<file path="src/hw/tmr_regs.vh">
// Contract
// - temperature results are signed two's complement, 0.125 degC per LSB
// - local result at pointer 00h resets 0000h, data in 15:4, 3:0 zero
// - remote one result at 01h is read-only, resets zero, left aligned
// - remote two result at 02h is read-only, resets zero, left aligned
// - SPI config at 0Ah: enables at bits 5,4,3, correction bit 2, reset 003Ch
// - I2C config uses bits 13:10, low byte reads ones, reset 3CFFh
// - each sensor enable bit turns its channel on when one; resets one
// - correction bit turns series-resistance correction on; resets one
// - SPI rate register at 0Bh holds rate select in 2:0, reset 0007h
// - I2C rate select sits in 10:8, low byte ones, reset 07FFh
// - rate code 000 gives 128x minimum time, each step halves it
// - local sensor alone gives a 15 ms monitoring cycle
// - one remote alone gives 44 ms, or 93 ms with correction
// - one remote plus local gives 59 ms, or 108 ms with correction
// - both remotes without local give 88 ms, or 186 ms with correction
// - all three sensors give 103 ms, or 201 ms with correction
// - ideality registers 21h and 22h serve remote one and remote two
// - SPI ideality value sits in 7:0, upper byte zero, reset 0000h
// - I2C ideality value sits in 15:8, low byte ones, reset 00FFh
// - an 8-bit pointer loaded by the host selects registers; accesses keep it
`ifndef TMR_REGS_VH
`define TMR_REGS_VH

// register pointers
`define TMR_PTR_LOCAL_RESULT 8'h00
`define TMR_PTR_REMOTE1_RESULT 8'h01
`define TMR_PTR_REMOTE2_RESULT 8'h02
`define TMR_PTR_SENSOR_CONFIG 8'h0A
`define TMR_PTR_CONV_RATE 8'h0B
`define TMR_PTR_REMOTE1_IDEAL 8'h21
`define TMR_PTR_REMOTE2_IDEAL 8'h22

// reset values
`define TMR_RST_RESULT 16'h0000
`define TMR_RST_CFG_SPI 16'h003C
`define TMR_RST_CFG_I2C 16'h3CFF
`define TMR_RST_RATE_SPI 16'h0007
`define TMR_RST_RATE_I2C 16'h07FF
`define TMR_RST_IDEAL_SPI 16'h0000
`define TMR_RST_IDEAL_I2C 16'h00FF
`define TMR_RST_ENABLE 1'h1
`define TMR_RST_RATE 3'h7
`define TMR_RST_IDEAL 8'h00

// field positions, low bit of each field
`define TMR_RES_LSB 4
`define TMR_CFG_SPI_LSB 2
`define TMR_CFG_I2C_LSB 10
`define TMR_RATE_SPI_LSB 0
`define TMR_RATE_I2C_LSB 8
`define TMR_IDEAL_SPI_LSB 0
`define TMR_IDEAL_I2C_LSB 8
`define TMR_I2C_LOW_FILL 8'hFF

// monitoring cycle times in ms at the fastest rate, code 7
`define TMR_T_LOCAL_MS 15
`define TMR_T_REM_MS 44
`define TMR_T_REM_RC_MS 93
`define TMR_T_LREM_MS 59
`define TMR_T_LREM_RC_MS 108
`define TMR_T_RR_MS 88
`define TMR_T_RR_RC_MS 186
`define TMR_T_ALL_MS 103
`define TMR_T_ALL_RC_MS 201

// clock rate and derived cycle counts
`define TMR_CLK_KHZ 40000
`define TMR_CYC_LOCAL (`TMR_T_LOCAL_MS * `TMR_CLK_KHZ)
`define TMR_CYC_REM (`TMR_T_REM_MS * `TMR_CLK_KHZ)
`define TMR_CYC_REM_RC (`TMR_T_REM_RC_MS * `TMR_CLK_KHZ)
`define TMR_CYC_LREM (`TMR_T_LREM_MS * `TMR_CLK_KHZ)
`define TMR_CYC_LREM_RC (`TMR_T_LREM_RC_MS * `TMR_CLK_KHZ)
`define TMR_CYC_RR (`TMR_T_RR_MS * `TMR_CLK_KHZ)
`define TMR_CYC_RR_RC (`TMR_T_RR_RC_MS * `TMR_CLK_KHZ)
`define TMR_CYC_ALL (`TMR_T_ALL_MS * `TMR_CLK_KHZ)
`define TMR_CYC_ALL_RC (`TMR_T_ALL_RC_MS * `TMR_CLK_KHZ)

`endif

</file>
<file path="src/hw/tmr_cycle_timer.v">
`timescale 1ns/1ps
`include "tmr_regs.vh"

module tmr_cycle_timer #(
    parameter CW = 32
) (
    // clock and control
    input wire clk,
    input wire rst_n,
    input wire ce,
    input wire restart,
    // cycle length
    input wire [CW-1:0] base_cycles,
    input wire [2:0] scale_sel,
    // status
    output reg tick,
    output reg running
);

    reg [CW-1:0] cnt_reg;
    wire [2:0] shift_amt;
    wire [CW-1:0] period;

    assign shift_amt = 3'h7 - scale_sel;
    assign period = base_cycles << shift_amt;

    // down counter, one tick pulse at the end of every cycle
    always @(posedge clk or negedge rst_n)
    begin
        if (!rst_n)
        begin
            cnt_reg <= {CW{1'b0}};
            tick <= 1'b0;
            running <= 1'b0;
        end
        else if (ce)
        begin
            tick <= 1'b0;
            if (base_cycles == {CW{1'b0}})
            begin
                running <= 1'b0; // no sensor active, stay idle
            end
            else if (restart || !running)
            begin
                cnt_reg <= period - {{(CW-1){1'b0}}, 1'b1};
                running <= 1'b1;
            end
            else if (cnt_reg == {CW{1'b0}})
            begin
                tick <= 1'b1;
                cnt_reg <= period - {{(CW-1){1'b0}}, 1'b1};
            end
            else
            begin
                cnt_reg <= cnt_reg - {{(CW-1){1'b0}}, 1'b1};
            end
        end
    end

endmodule

</file>
<file path="src/hw/tmr_top.v">
`timescale 1ns/1ps
`include "tmr_regs.vh"

module tmr_top #(
    parameter [31:0] CYC_LOCAL = `TMR_CYC_LOCAL,
    parameter [31:0] CYC_REM = `TMR_CYC_REM,
    parameter [31:0] CYC_REM_RC = `TMR_CYC_REM_RC,
    parameter [31:0] CYC_LREM = `TMR_CYC_LREM,
    parameter [31:0] CYC_LREM_RC = `TMR_CYC_LREM_RC,
    parameter [31:0] CYC_RR = `TMR_CYC_RR,
    parameter [31:0] CYC_RR_RC = `TMR_CYC_RR_RC,
    parameter [31:0] CYC_ALL = `TMR_CYC_ALL,
    parameter [31:0] CYC_ALL_RC = `TMR_CYC_ALL_RC
) (
    // clock, reset, enable
    input wire clk_sys,
    input wire rstn,
    input wire ce,
    // interface variant, high selects the I2C layouts
    input wire i2c_mode,
    // register pointer and access strobes
    input wire ptr_load,
    input wire [7:0] ptr_in,
    input wire wr_strobe,
    input wire [15:0] wr_data,
    input wire rd_strobe,
    output reg [15:0] rd_data,
    output reg rd_valid,
    // raw conversion samples, signed 0.125 degC per LSB
    input wire [11:0] local_sensor_sample,
    input wire [11:0] remote_sensor_one_sample,
    input wire [11:0] remote_sensor_two_sample,
    // controls to the measurement front end
    output wire local_sense_enable,
    output wire remote1_enable,
    output wire remote2_enable,
    output wire series_resistance_correct,
    output wire rate_select_bit2,
    output wire rate_select_bit1,
    output wire rate_select_bit0,
    output wire [7:0] ideality_adjust_one,
    output wire [7:0] ideality_adjust_two,
    // monitoring cycle status
    output reg cycle_done,
    output wire cycle_active
);

    // synchronised reset
    reg rst_meta_reg;
    reg rst_sync_reg;
    wire rst_n;

    // register pointer
    reg [7:0] ptr_reg;

    // result registers, 12 significant bits each
    reg [11:0] local_result_reg;
    reg [11:0] remote1_result_reg;
    reg [11:0] remote2_result_reg;

    // configuration fields
    reg local_en_reg;
    reg remote1_en_reg;
    reg remote2_en_reg;
    reg rc_en_reg;
    reg [2:0] rate_reg;
    reg [7:0] ideal1_reg;
    reg [7:0] ideal2_reg;

    // cycle control
    reg restart_reg;
    reg [31:0] base_next;
    wire timer_tick;
    wire timer_running;

    // write decode
    wire wr_cfg;
    wire wr_rate;
    wire wr_ideal1;
    wire wr_ideal2;
    wire [3:0] cfg_field;
    wire [2:0] rate_field;
    wire [7:0] ideal_field;

    // read path
    reg [15:0] rd_next;

    // release the asynchronous reset through two flops
    always @(posedge clk_sys or negedge rstn)
    begin
        if (!rstn)
        begin
            rst_meta_reg <= 1'b0;
            rst_sync_reg <= 1'b0;
        end
        else
        begin
            rst_meta_reg <= 1'b1;
            rst_sync_reg <= rst_meta_reg;
        end
    end

    assign rst_n = rst_sync_reg;

    // pointer held
    // the pointer only moves when the host loads it, never on an access
    always @(posedge clk_sys or negedge rst_n)
    begin
        if (!rst_n)
        begin
            ptr_reg <= 8'h00;
        end
        else if (ce && ptr_load)
        begin
            ptr_reg <= ptr_in;
        end
    end

    // decode writable only
    // result pointers and unmapped pointers have no write decode
    assign wr_cfg = wr_strobe && (ptr_reg == `TMR_PTR_SENSOR_CONFIG);
    assign wr_rate = wr_strobe && (ptr_reg == `TMR_PTR_CONV_RATE);
    assign wr_ideal1 = wr_strobe && (ptr_reg == `TMR_PTR_REMOTE1_IDEAL);
    assign wr_ideal2 = wr_strobe && (ptr_reg == `TMR_PTR_REMOTE2_IDEAL);

    assign cfg_field = i2c_mode ?
        wr_data[`TMR_CFG_I2C_LSB +: 4] : wr_data[`TMR_CFG_SPI_LSB +: 4];

    assign rate_field = i2c_mode ?
        wr_data[`TMR_RATE_I2C_LSB +: 3] : wr_data[`TMR_RATE_SPI_LSB +: 3];

    assign ideal_field = i2c_mode ?
        wr_data[`TMR_IDEAL_I2C_LSB +: 8] : wr_data[`TMR_IDEAL_SPI_LSB +: 8];

    // correction reset one
    // sensor configuration, only the four field bits are stored
    always @(posedge clk_sys or negedge rst_n)
    begin
        if (!rst_n)
        begin
            remote2_en_reg <= `TMR_RST_ENABLE;
            remote1_en_reg <= `TMR_RST_ENABLE;
            local_en_reg <= `TMR_RST_ENABLE;
            rc_en_reg <= `TMR_RST_ENABLE;
        end
        else if (ce && wr_cfg)
        begin
            remote2_en_reg <= cfg_field[3];
            remote1_en_reg <= cfg_field[2];
            local_en_reg <= cfg_field[1];
            rc_en_reg <= cfg_field[0];
        end
    end

    // conversion rate select
    always @(posedge clk_sys or negedge rst_n)
    begin
        if (!rst_n)
        begin
            rate_reg <= `TMR_RST_RATE;
        end
        else if (ce && wr_rate)
        begin
            rate_reg <= rate_field;
        end
    end

    // per-channel ideality
    // the unused byte of the word is dropped on write
    always @(posedge clk_sys or negedge rst_n)
    begin
        if (!rst_n)
        begin
            ideal1_reg <= `TMR_RST_IDEAL;
            ideal2_reg <= `TMR_RST_IDEAL;
        end
        else if (ce)
        begin
            if (wr_ideal1)
            begin
                ideal1_reg <= ideal_field;
            end
            if (wr_ideal2)
            begin
                ideal2_reg <= ideal_field;
            end
        end
    end

    // start a fresh cycle once the new settings are in place
    always @(posedge clk_sys or negedge rst_n)
    begin
        if (!rst_n)
        begin
            restart_reg <= 1'b0;
        end
        else if (ce)
        begin
            restart_reg <= wr_cfg || wr_rate;
        end
    end

    // cycle length at the fastest rate, code 7, for the active sensor mix
    always @*
    begin
        base_next = 32'h00000000;
        case ({local_en_reg, remote1_en_reg, remote2_en_reg})
            3'b100:
            begin
                base_next = CYC_LOCAL;
            end
            3'b010, 3'b001:
            begin
                base_next = rc_en_reg ? CYC_REM_RC : CYC_REM;
            end
            3'b110, 3'b101:
            begin
                base_next = rc_en_reg ? CYC_LREM_RC : CYC_LREM;
            end
            3'b011:
            begin
                base_next = rc_en_reg ? CYC_RR_RC : CYC_RR;
            end
            3'b111:
            begin
                base_next = rc_en_reg ? CYC_ALL_RC : CYC_ALL;
            end
            default:
            begin
                base_next = 32'h00000000; // nothing to monitor
            end
        endcase
    end

    tmr_cycle_timer #(
        .CW(32)
    ) u_timer (
        .clk(clk_sys),
        .rst_n(rst_n),
        .ce(ce),
        .restart(restart_reg),
        .base_cycles(base_next),
        .scale_sel(rate_reg),
        .tick(timer_tick),
        .running(timer_running)
    );

    // signed sample stored
    // disabled channels keep their last reading
    always @(posedge clk_sys or negedge rst_n)
    begin
        if (!rst_n)
        begin
            local_result_reg <= 12'h000;
            remote1_result_reg <= 12'h000;
            remote2_result_reg <= 12'h000;
            cycle_done <= 1'b0;
        end
        else if (ce)
        begin
            cycle_done <= timer_tick;
            if (timer_tick && local_en_reg)
            begin
                local_result_reg <= local_sensor_sample;
            end
            if (timer_tick && remote1_en_reg)
            begin
                remote1_result_reg <= remote_sensor_one_sample;
            end
            if (timer_tick && remote2_en_reg)
            begin
                remote2_result_reg <= remote_sensor_two_sample;
            end
        end
    end

    // read multiplexer, layout follows the interface variant
    always @*
    begin
        rd_next = 16'h0000;
        case (ptr_reg)
            `TMR_PTR_LOCAL_RESULT:
            begin
                rd_next = {local_result_reg, 4'h0};
            end
            `TMR_PTR_REMOTE1_RESULT:
            begin
                rd_next = {remote1_result_reg, 4'h0};
            end
            `TMR_PTR_REMOTE2_RESULT:
            begin
                rd_next = {remote2_result_reg, 4'h0};
            end
            `TMR_PTR_SENSOR_CONFIG:
            begin
                if (i2c_mode)
                begin
                    rd_next = {2'h0, remote2_en_reg, remote1_en_reg, local_en_reg,
                        rc_en_reg, 2'h0, `TMR_I2C_LOW_FILL};
                end
                else
                begin
                    rd_next = {10'h000, remote2_en_reg, remote1_en_reg,
                        local_en_reg, rc_en_reg, 2'h0};
                end
            end
            `TMR_PTR_CONV_RATE:
            begin
                if (i2c_mode)
                begin
                    rd_next = {5'h00, rate_reg, `TMR_I2C_LOW_FILL};
                end
                else
                begin
                    rd_next = {13'h0000, rate_reg};
                end
            end
            `TMR_PTR_REMOTE1_IDEAL:
            begin
                if (i2c_mode)
                begin
                    rd_next = {ideal1_reg, `TMR_I2C_LOW_FILL};
                end
                else
                begin
                    rd_next = {8'h00, ideal1_reg};
                end
            end
            `TMR_PTR_REMOTE2_IDEAL:
            begin
                if (i2c_mode)
                begin
                    rd_next = {ideal2_reg, `TMR_I2C_LOW_FILL};
                end
                else
                begin
                    rd_next = {8'h00, ideal2_reg};
                end
            end
            default:
            begin
                rd_next = 16'h0000; // unmapped pointer
            end
        endcase
    end

    // registered read data, held until the next read strobe
    always @(posedge clk_sys or negedge rst_n)
    begin
        if (!rst_n)
        begin
            rd_data <= 16'h0000;
            rd_valid <= 1'b0;
        end
        else if (ce)
        begin
            rd_valid <= rd_strobe;
            if (rd_strobe)
            begin
                rd_data <= rd_next;
            end
        end
    end

    // front end controls come straight from the configuration flops
    assign local_sense_enable = local_en_reg;
    assign remote1_enable = remote1_en_reg;
    assign remote2_enable = remote2_en_reg;
    assign series_resistance_correct = rc_en_reg;
    assign rate_select_bit2 = rate_reg[2];
    assign rate_select_bit1 = rate_reg[1];
    assign rate_select_bit0 = rate_reg[0];

    // signed ideality out
    // zero is passed through unchanged, meaning default ideality
    assign ideality_adjust_one = ideal1_reg;
    assign ideality_adjust_two = ideal2_reg;

    assign cycle_active = timer_running;

endmodule

</file>
<file path="config.mk">
export PLATFORM = sky130hd
export DESIGN_NAME = tmr_top
export DESIGN_NICKNAME = d
export VERILOG_FILES = /design/src/hw/tmr_cycle_timer.v /design/src/hw/tmr_top.v
export VERILOG_INCLUDE_DIRS = /design/src /design/src/hw
export SDC_FILE = /design/constraint.sdc
export NUM_CORES = 1
export LEC_CHECK = 0
export ABC_CLOCK_PERIOD_IN_PS = 7200
export BUFFER_PORTS_ARGS = -buffer_cell sky130_fd_sc_hd__buf_2
export CORE_MARGIN = 4
export CORE_UTILIZATION = 62
export DETAILED_ROUTE_END_ITERATION = 7
export GPL_ROUTABILITY_DRIVEN = 0
export HOLD_SLACK_MARGIN = 0.02
export PLACE_DENSITY = 0.95
export SLEW_MARGIN = 10
export SYNTH_ARGS = -nofsm -noshare
export SYNTH_HDL_FRONTEND = slang
export SYNTH_SLANG_ARGS = --single-unit
</file>
<file path="constraint.sdc">
create_clock -name clk_sys -period 7.2 [get_ports clk_sys]
set_input_delay 1.44 -clock clk_sys [delete_from_list [all_inputs] [get_ports clk_sys]]
set_output_delay 1.44 -clock clk_sys [all_outputs]
set_load 0.01 [all_outputs]
</file>
==> impl_metrics.toml, run 1 <==
[final_layout]
final_area_um2 = 9040
final.fill_count = 917
largest_register_ffs = 32
antennaDiodeCount = 0
multi_input_area_um2 = 4560
fin_util_pct = 71.7
drive_gt1_share_pct = 23.6
fin_cells = 1146
regArea_um2 = 3070
syn2layout_area_growth_pct = 13.1
final_nets = 1033

[timing]
whs_ps = 305
finalSetupViolCount = 0
slew_violations = 0
grt_setup_unrepaired = "no"
finalHoldViolations = 0
post-route-min-period_ps = 4500
max_freq_mhz = 222
worst_pin_slew_ps = 1150
finalSetupTns_ps = 0
clock_skew_ps = 12.0
finalCritPeriodShare_pct = 62.5
slew_headroom_pct = 22.6

[clock_tree]
cts_tree = "done"
postCtsResizedCells = 0
cts_sinks = 122
clock_path_buffers = 2
cts_made_buffers = 17
clk_latency_ps = 430
post_cts_buffers = 0
ctsHtreeMaxLevel = 4
ctsHoldBuffers = 0
clkTransAtPathRegs_ps = 60
cts_root_buf = "clkbuf_16"

[drt]
wl_per_cell_um = 21.2
num_vias = 8028
routed_via_density = 7.01
drcViolationCount = 0
firstDrtPassIters = 6
antenna_left = 0
drt-total-wl_um = 24300
first_iter_violations = 1357

[worst_setup_path]
worstSetupStartpointType = "flop"
critPathKind = "reg2reg"
crit_fanout = 61
endpoint_kind = "flop"
crit_path_cell_trace = "inv_1 > fa_1 > nor4b_1 > nand2b_1 > nor2_1 > nand4_1 > o21ai_0 > a21oi_1"
critPathMaxStageDelay_ps = 1170
cp_slowest_cell = "dfstp_2"
worstPathRequired_ps = 7540
arrival_ps = 4840

[yosys]
ys_seq_elements = 122
netlist_instances = 907
yosysTopAreaCellShare_pct = 36.0
synth_edf_count = 0
syn_nets = 978
synth_compound_area_share_pct = 24.2
ys.flop_type = "dfrtp_1"
synth_top_family_by_area = "compound AO/OA/AOI/OAI gates"
synthXorXnorAreaFrac_pct = 1.97
synthesis.area_um2 = 8000
synthAdderAreaFrac_pct = 0.845
synth_top_cell_by_area = "dfrtp_1"
synth.avg_cell_area_um2 = 8.82
synth_simple_gate_area_share_pct = 20.1
yosysWarningCount = 0
muxShareOfSynthArea_pct = 9.81
synthArstFlopShare_pct = 100
ys_types = 80
netlist_top_cells_area = "dfrtp_1 (36%), mux2_2 (8.3%), o21ai_0 (6.1%), nand2_1 (4.5%), a21oi_1 (2.9%)"
synth-seq-area-share_pct = 38.3

[run]
drv_cap = 0

[global_route]
gr-total-overflow = 0
antenna_found_initial = 0
grt_pass1_vias = 7659
grt.total_usage_pct = 33.2
grt_start_max_net_pins = 80
grt_pass1_wl_um = 39100

[run_status]
status = "complete, no violations"

[place]
post-place-cells = 1115
io_buffers = 108
place_area_um2 = 8450
dp_hpwl_um = 15500

[die]
core_um2 = 12600
start_util_pct = 63.4
die_area_um2 = 14800
die_h_um = 122
num_rows = 41
dieWidth_um = 122
ios = 109

[pwr]
p_leak_nw = 3.92
peakVddDrop_v = 0.000200
p_per_area_nw_per_um2 = 273

[min_path]
hold_class = "reg2async"
-- routing by layer --
metal / GRT usage [%] / vias up / share of wire [%]
met5: 0 / - / 0
met1: 43.0 / 3821 / 37
li1: - / 3501 / -
met2: 53.2 / 595 / 48
met3: 8.64 / 111 / 11
met4: 13.9 / 0 / 4.3
-- per-stage QoR --
step	total power [W]	worst slack [ps]
floorplan	0.00141	3560
global placement	0.00155	3040
detailed placement	0.00158	2880
CTS	0.00245	2870
global route	0.00258	2410
finish	0.00247	2700
-- cell type report --
cell class                 count  area share [%]
clock buffer                  19            5.01
sequential                   122            33.9
multi-input combinational    697            50.4
inverter                      13           0.539
clock inverter                12            1.56
tap                          172            2.38
timing repair buffer         111            6.22
-- power by group --
group	switching [W]	internal (W)
combinational	0.000398	0.000261
clock	0.000334	0.000529
sequential	0.000170	0.000779
total	0.000902	0.00157
-- worst paths after layout --
kind                       depth (start not counted)  slack, ps                      to               start
setup / recovery                                   8       2700     u_timer.cnt_reg[20]  local_sense_enable
setup reg to reg                                   8       2700     u_timer.cnt_reg[20]  local_sense_enable
max in group asynchronous                          1       5500     u_timer.cnt_reg[25]               rst_n
hold reg to reg                                    0        300  ideality_adjust_two[0]               rst_n
min in group clk_sys                               0        350                   rst_n        rst_meta_reg
hold / removal                                     0        300  ideality_adjust_two[0]               rst_n
-- synth_stat cells (all sizes together) (8+ instances only) --
cell type    n
clkbuf      38
a31oi       12
nor3        32
a21oi       47
nor3b        9
o21ai       98
a222oi       9
inv         13
nor2b       17
mux2i       12
a211oi      10
buf         37
o211ai       8
nor4        17
nand2       95
nor2        56
mux2        59
xnor2       13
a22o        11
dfrtp      115
nand3       24
a22oi       14
-- placed cells by master (no fill, tap or decap), drive strengths merged, types with 6 or more instances in the layout --
| cell | netlist | final |
|---|---|---|
| a31oi | 12 | 12 |
| or3 | 6 | 6 |
| nand3 | 24 | 24 |
| and3b | 6 | 6 |
| o31ai | 6 | 6 |
| nor3b | 9 | 9 |
| o22ai | 7 | 7 |
| nand4 | 7 | 7 |
| nand2 | 95 | 95 |
| dfstp | 7 | 7 |
| nor3 | 32 | 32 |
| nor2 | 56 | 56 |
| a32oi | 6 | 6 |
| o221ai | 7 | 7 |
| xnor2 | 13 | 13 |
| a222oi | 9 | 9 |
| clkbuf | 38 | 19 |
| nor4 | 17 | 17 |
| a21oi | 47 | 47 |
| inv | 13 | 15 |
| a22o | 11 | 11 |
| o21ai | 98 | 98 |
| mux2i | 12 | 12 |
| a211oi | 10 | 10 |
| nand2b | 7 | 7 |
| mux2 | 59 | 59 |
| dfrtp | 115 | 115 |
| or2 | 7 | 7 |
| clkinv | 0 | 6 |
| a221oi | 7 | 7 |
| o211ai | 8 | 8 |
| buf | 37 | 111 |
| a22oi | 14 | 14 |
| nor2b | 17 | 17 |
| a21o | 7 | 7 |
-- logic make-up after synthesis --
kind of cell | count (synthesis)
AND/OR/NAND/NOR | 313
AO/OA/AOI/OAI | 289
flip-flops | 122
buffers and inverters | 88
multiplexers | 71
XOR/XNOR | 18
adder cells (fa/ha/maj) | 5
other | 1
-- critical path: cells and delay by family (launching register included) --
kind / cells / cell delay (ps)
flip-flops: 1 / 1170
AO/OA/AOI/OAI: 2 / 250
AND/OR/NAND/NOR: 4 / 1820
adder cells (fa/ha/maj): 1 / 700
buffers and inverters: 1 / 460
(Power assumes the default switching activity.)
==> inputs of run 2 (changes only) <==
--- a/config.mk
+++ b/config.mk
@@ -6,14 +6,14 @@
 export SDC_FILE = /design/constraint.sdc
 export NUM_CORES = 1
 export LEC_CHECK = 0
-export ABC_CLOCK_PERIOD_IN_PS = 7200
+export ABC_CLOCK_PERIOD_IN_PS = 3800
 export BUFFER_PORTS_ARGS = -buffer_cell sky130_fd_sc_hd__buf_2
 export CORE_MARGIN = 4
-export CORE_UTILIZATION = 62
+export CORE_UTILIZATION = 53
 export DETAILED_ROUTE_END_ITERATION = 7
 export GPL_ROUTABILITY_DRIVEN = 0
 export HOLD_SLACK_MARGIN = 0.02
-export PLACE_DENSITY = 0.95
+export PLACE_DENSITY = 0.87
 export SLEW_MARGIN = 10
 export SYNTH_ARGS = -nofsm -noshare
 export SYNTH_HDL_FRONTEND = slang
==> constraint.sdc (replaced) <==
create_clock -name clk_sys -period 3.8 [get_ports clk_sys]
set_input_delay 0.76 -clock clk_sys [delete_from_list [all_inputs] [get_ports clk_sys]]
set_output_delay 0.76 -clock clk_sys [all_outputs]
set_load 0.01 [all_outputs]
==> run 2 against run 1 <==
Final area increased by 1.7%. Combinational power increased by 100%. Global-route usage decreased by 5.9 points. Fmax increased by 29%. Sequential share of layout area decreased by 0.57 points. Critical path depth increased by 2. Die area increased by 16%. Clock power increased by 79%. Sequential cell count unchanged. Count of clock-buffer cells in the layout decreased by 1. Largest cell class unchanged.
==> impl_metrics.toml, run 2 (same netlist as run 1, synthesis figures left out) <==
[timing]
post-route-min-period_ps = 3480
slew_violations = 0
grt_setup_unrepaired = "no"
finalSetupTns_ps = 0
finalHoldViolations = 0
worst_slack_ps = 320
clock_skew_ps = 11.8
finalCritPeriodShare_pct = 91.6
slew_headroom_pct = 28.9
max_freq_mhz = 287
finalSetupViolCount = 0
worst_pin_slew_ps = 1060

[final_layout]
layout_common_cells = "dfrtp_1 (114), buf_2 (108), o21ai_0 (97)"
final.fill_count = 1153
drive_gt1_share_pct = 25.2
regArea_um2 = 3070
final_area_um2 = 9200
largest_register_ffs = 32
final_common_cell = "dfrtp_1"
multi_input_area_um2 = 4580
final_nets = 1053
fin_util_pct = 62.8
antennaDiodeCount = 0
fin_cells = 1179
syn2layout_area_growth_pct = 15.1

[worst_setup_path]
cp-startpoint = "remote1_enable"
worst_r2r_path_depth = 10
critical-path-top-delay-family = "simple AND/OR/NAND/NOR gates"
critPathMostFrequentCell = "a21oi_1"
r2r-start = "remote1_enable"
cp_slowest_cell = "dfstp_2"
worst-r2r-setup-slack_ps = 320
critPathMaxStageDelay_ps = 930
crit_path_cell_trace = "buf_4 > nand2b_1 > a21oi_1 > o31ai_1 > or2_2 > ha_1 > nand2_1 > nor4_4 > xor2_1 > a21oi_1"
arrival_ps = 3760
endpoint_kind = "flop"
endpoint = "u_timer.cnt_reg[20]"
worstPathRequired_ps = 4080
critPathKind = "reg2reg"
crit_fanout = 34
reg2reg_to = "u_timer.cnt_reg[20]"
worstSetupStartpointType = "flop"
path_depth = 10
critical_path_buf_inv_count = 1

[drt]
first_iter_violations = 1254
routed_via_density = 6.63
drcViolationCount = 0
wl_per_cell_um = 19.8
firstDrtPassIters = 6
antenna_left = 0
num_vias = 7816
drt-total-wl_um = 23300

[min_path]
hold_class = "in2async"

[die]
num_rows = 44
die_area_um2 = 17100
dieWidth_um = 131
die_h_um = 131
start_util_pct = 54.6
core_um2 = 14600
ios = 109

[place]
post-place-cells = 1147
io_buffers = 108
pre_cts_ws_ps = 295
place_area_um2 = 8620
dp_hpwl_um = 16100

[global_route]
grt_use_met2_pct = 42.9
antenna_found_initial = 0
gr-total-overflow = 0
met3_usage_pct = 7.44
grt_pass1_vias = 7454
grt_use_met1_pct = 34.8
grt.total_usage_pct = 27.3
grt_start_max_net_pins = 45
grt_pass1_wl_um = 37000
grt_busiest_layer = "met2"

[clock_tree]
cts_root_buf = "clkbuf_16"
cts_made_buffers = 17
cts_sinks = 122
clk_latency_ps = 420
clock_path_buffers = 2
ctsHtreeMaxLevel = 4
postCtsResizedCells = 0
clkTransAtPathRegs_ps = 60
ctsHoldBuffers = 0
cts_tree = "done"
post_cts_buffers = 0

[pwr]
p_per_area_nw_per_um2 = 503
peakVddDrop_v = 0.000367
p_leak_nw = 4.00

[run]
drv_cap = 0

[run_status]
status = "complete, no violations"
## run 2: changes by cell type in the layout (fill, tap and decap cells not counted), sizes merged
cell / before / now
buf: 111 / 131
bufinv: 2 / 1
clkbuf: 19 / 18
clkinv: 6 / 3
clkinvlp: 2 / 4
inv: 15 / 19
## run 2: area by class of cell
class | instances | area share [%]
Clock buffer | 18 | 4.66
Clock inverter | 14 | 1.50
Inverter | 13 | 0.530
Multi-Input combinational cell | 697 | 49.7
Sequential cell | 122 | 33.3
Tap cell | 184 | 2.50
Timing Repair Buffer | 131 | 7.75
## run 2: worst min-delay path by stage
stage | startpoint | endpoint | slack (ps) | cells past startpoint
finish | rstn | rst_n | 110 | 1
global route | rstn | rst_n | 90 | 1
CTS | rstn | rst_meta_reg | 100 | 1
detailed placement | rst_n | ideality_adjust_one[5] | 330 | 0
global placement | rst_n | ideality_adjust_one[0] | 330 | 0
floorplan | rst_meta_reg | rst_n | 330 | 0
## run 2: through the flow
stage / hold WS, ps / total power (W)
floorplan: 331 / 0.00267
global placement: 327 / 0.00300
detailed placement: 333 / 0.00303
CTS: 96.7 / 0.00459
global route: 93.9 / 0.00486
finish: 109 / 0.00463
## run 2: routing by layer
layer / wire [µm] / share of wire (%)
met5: 0 / 0
met4: 973 / 4.2
met3: 2230 / 9.6
met2: 10900 / 47
met1: 9190 / 39
## run 2: power by group
part | total, W | switching (W) | internal (W)
logic | 0.00133 | 0.000800 | 0.000534
registers | 0.00175 | 0.000276 | 0.00147
clock network | 0.00155 | 0.000634 | 0.000912
total | 0.00463 | 0.00171 | 0.00292
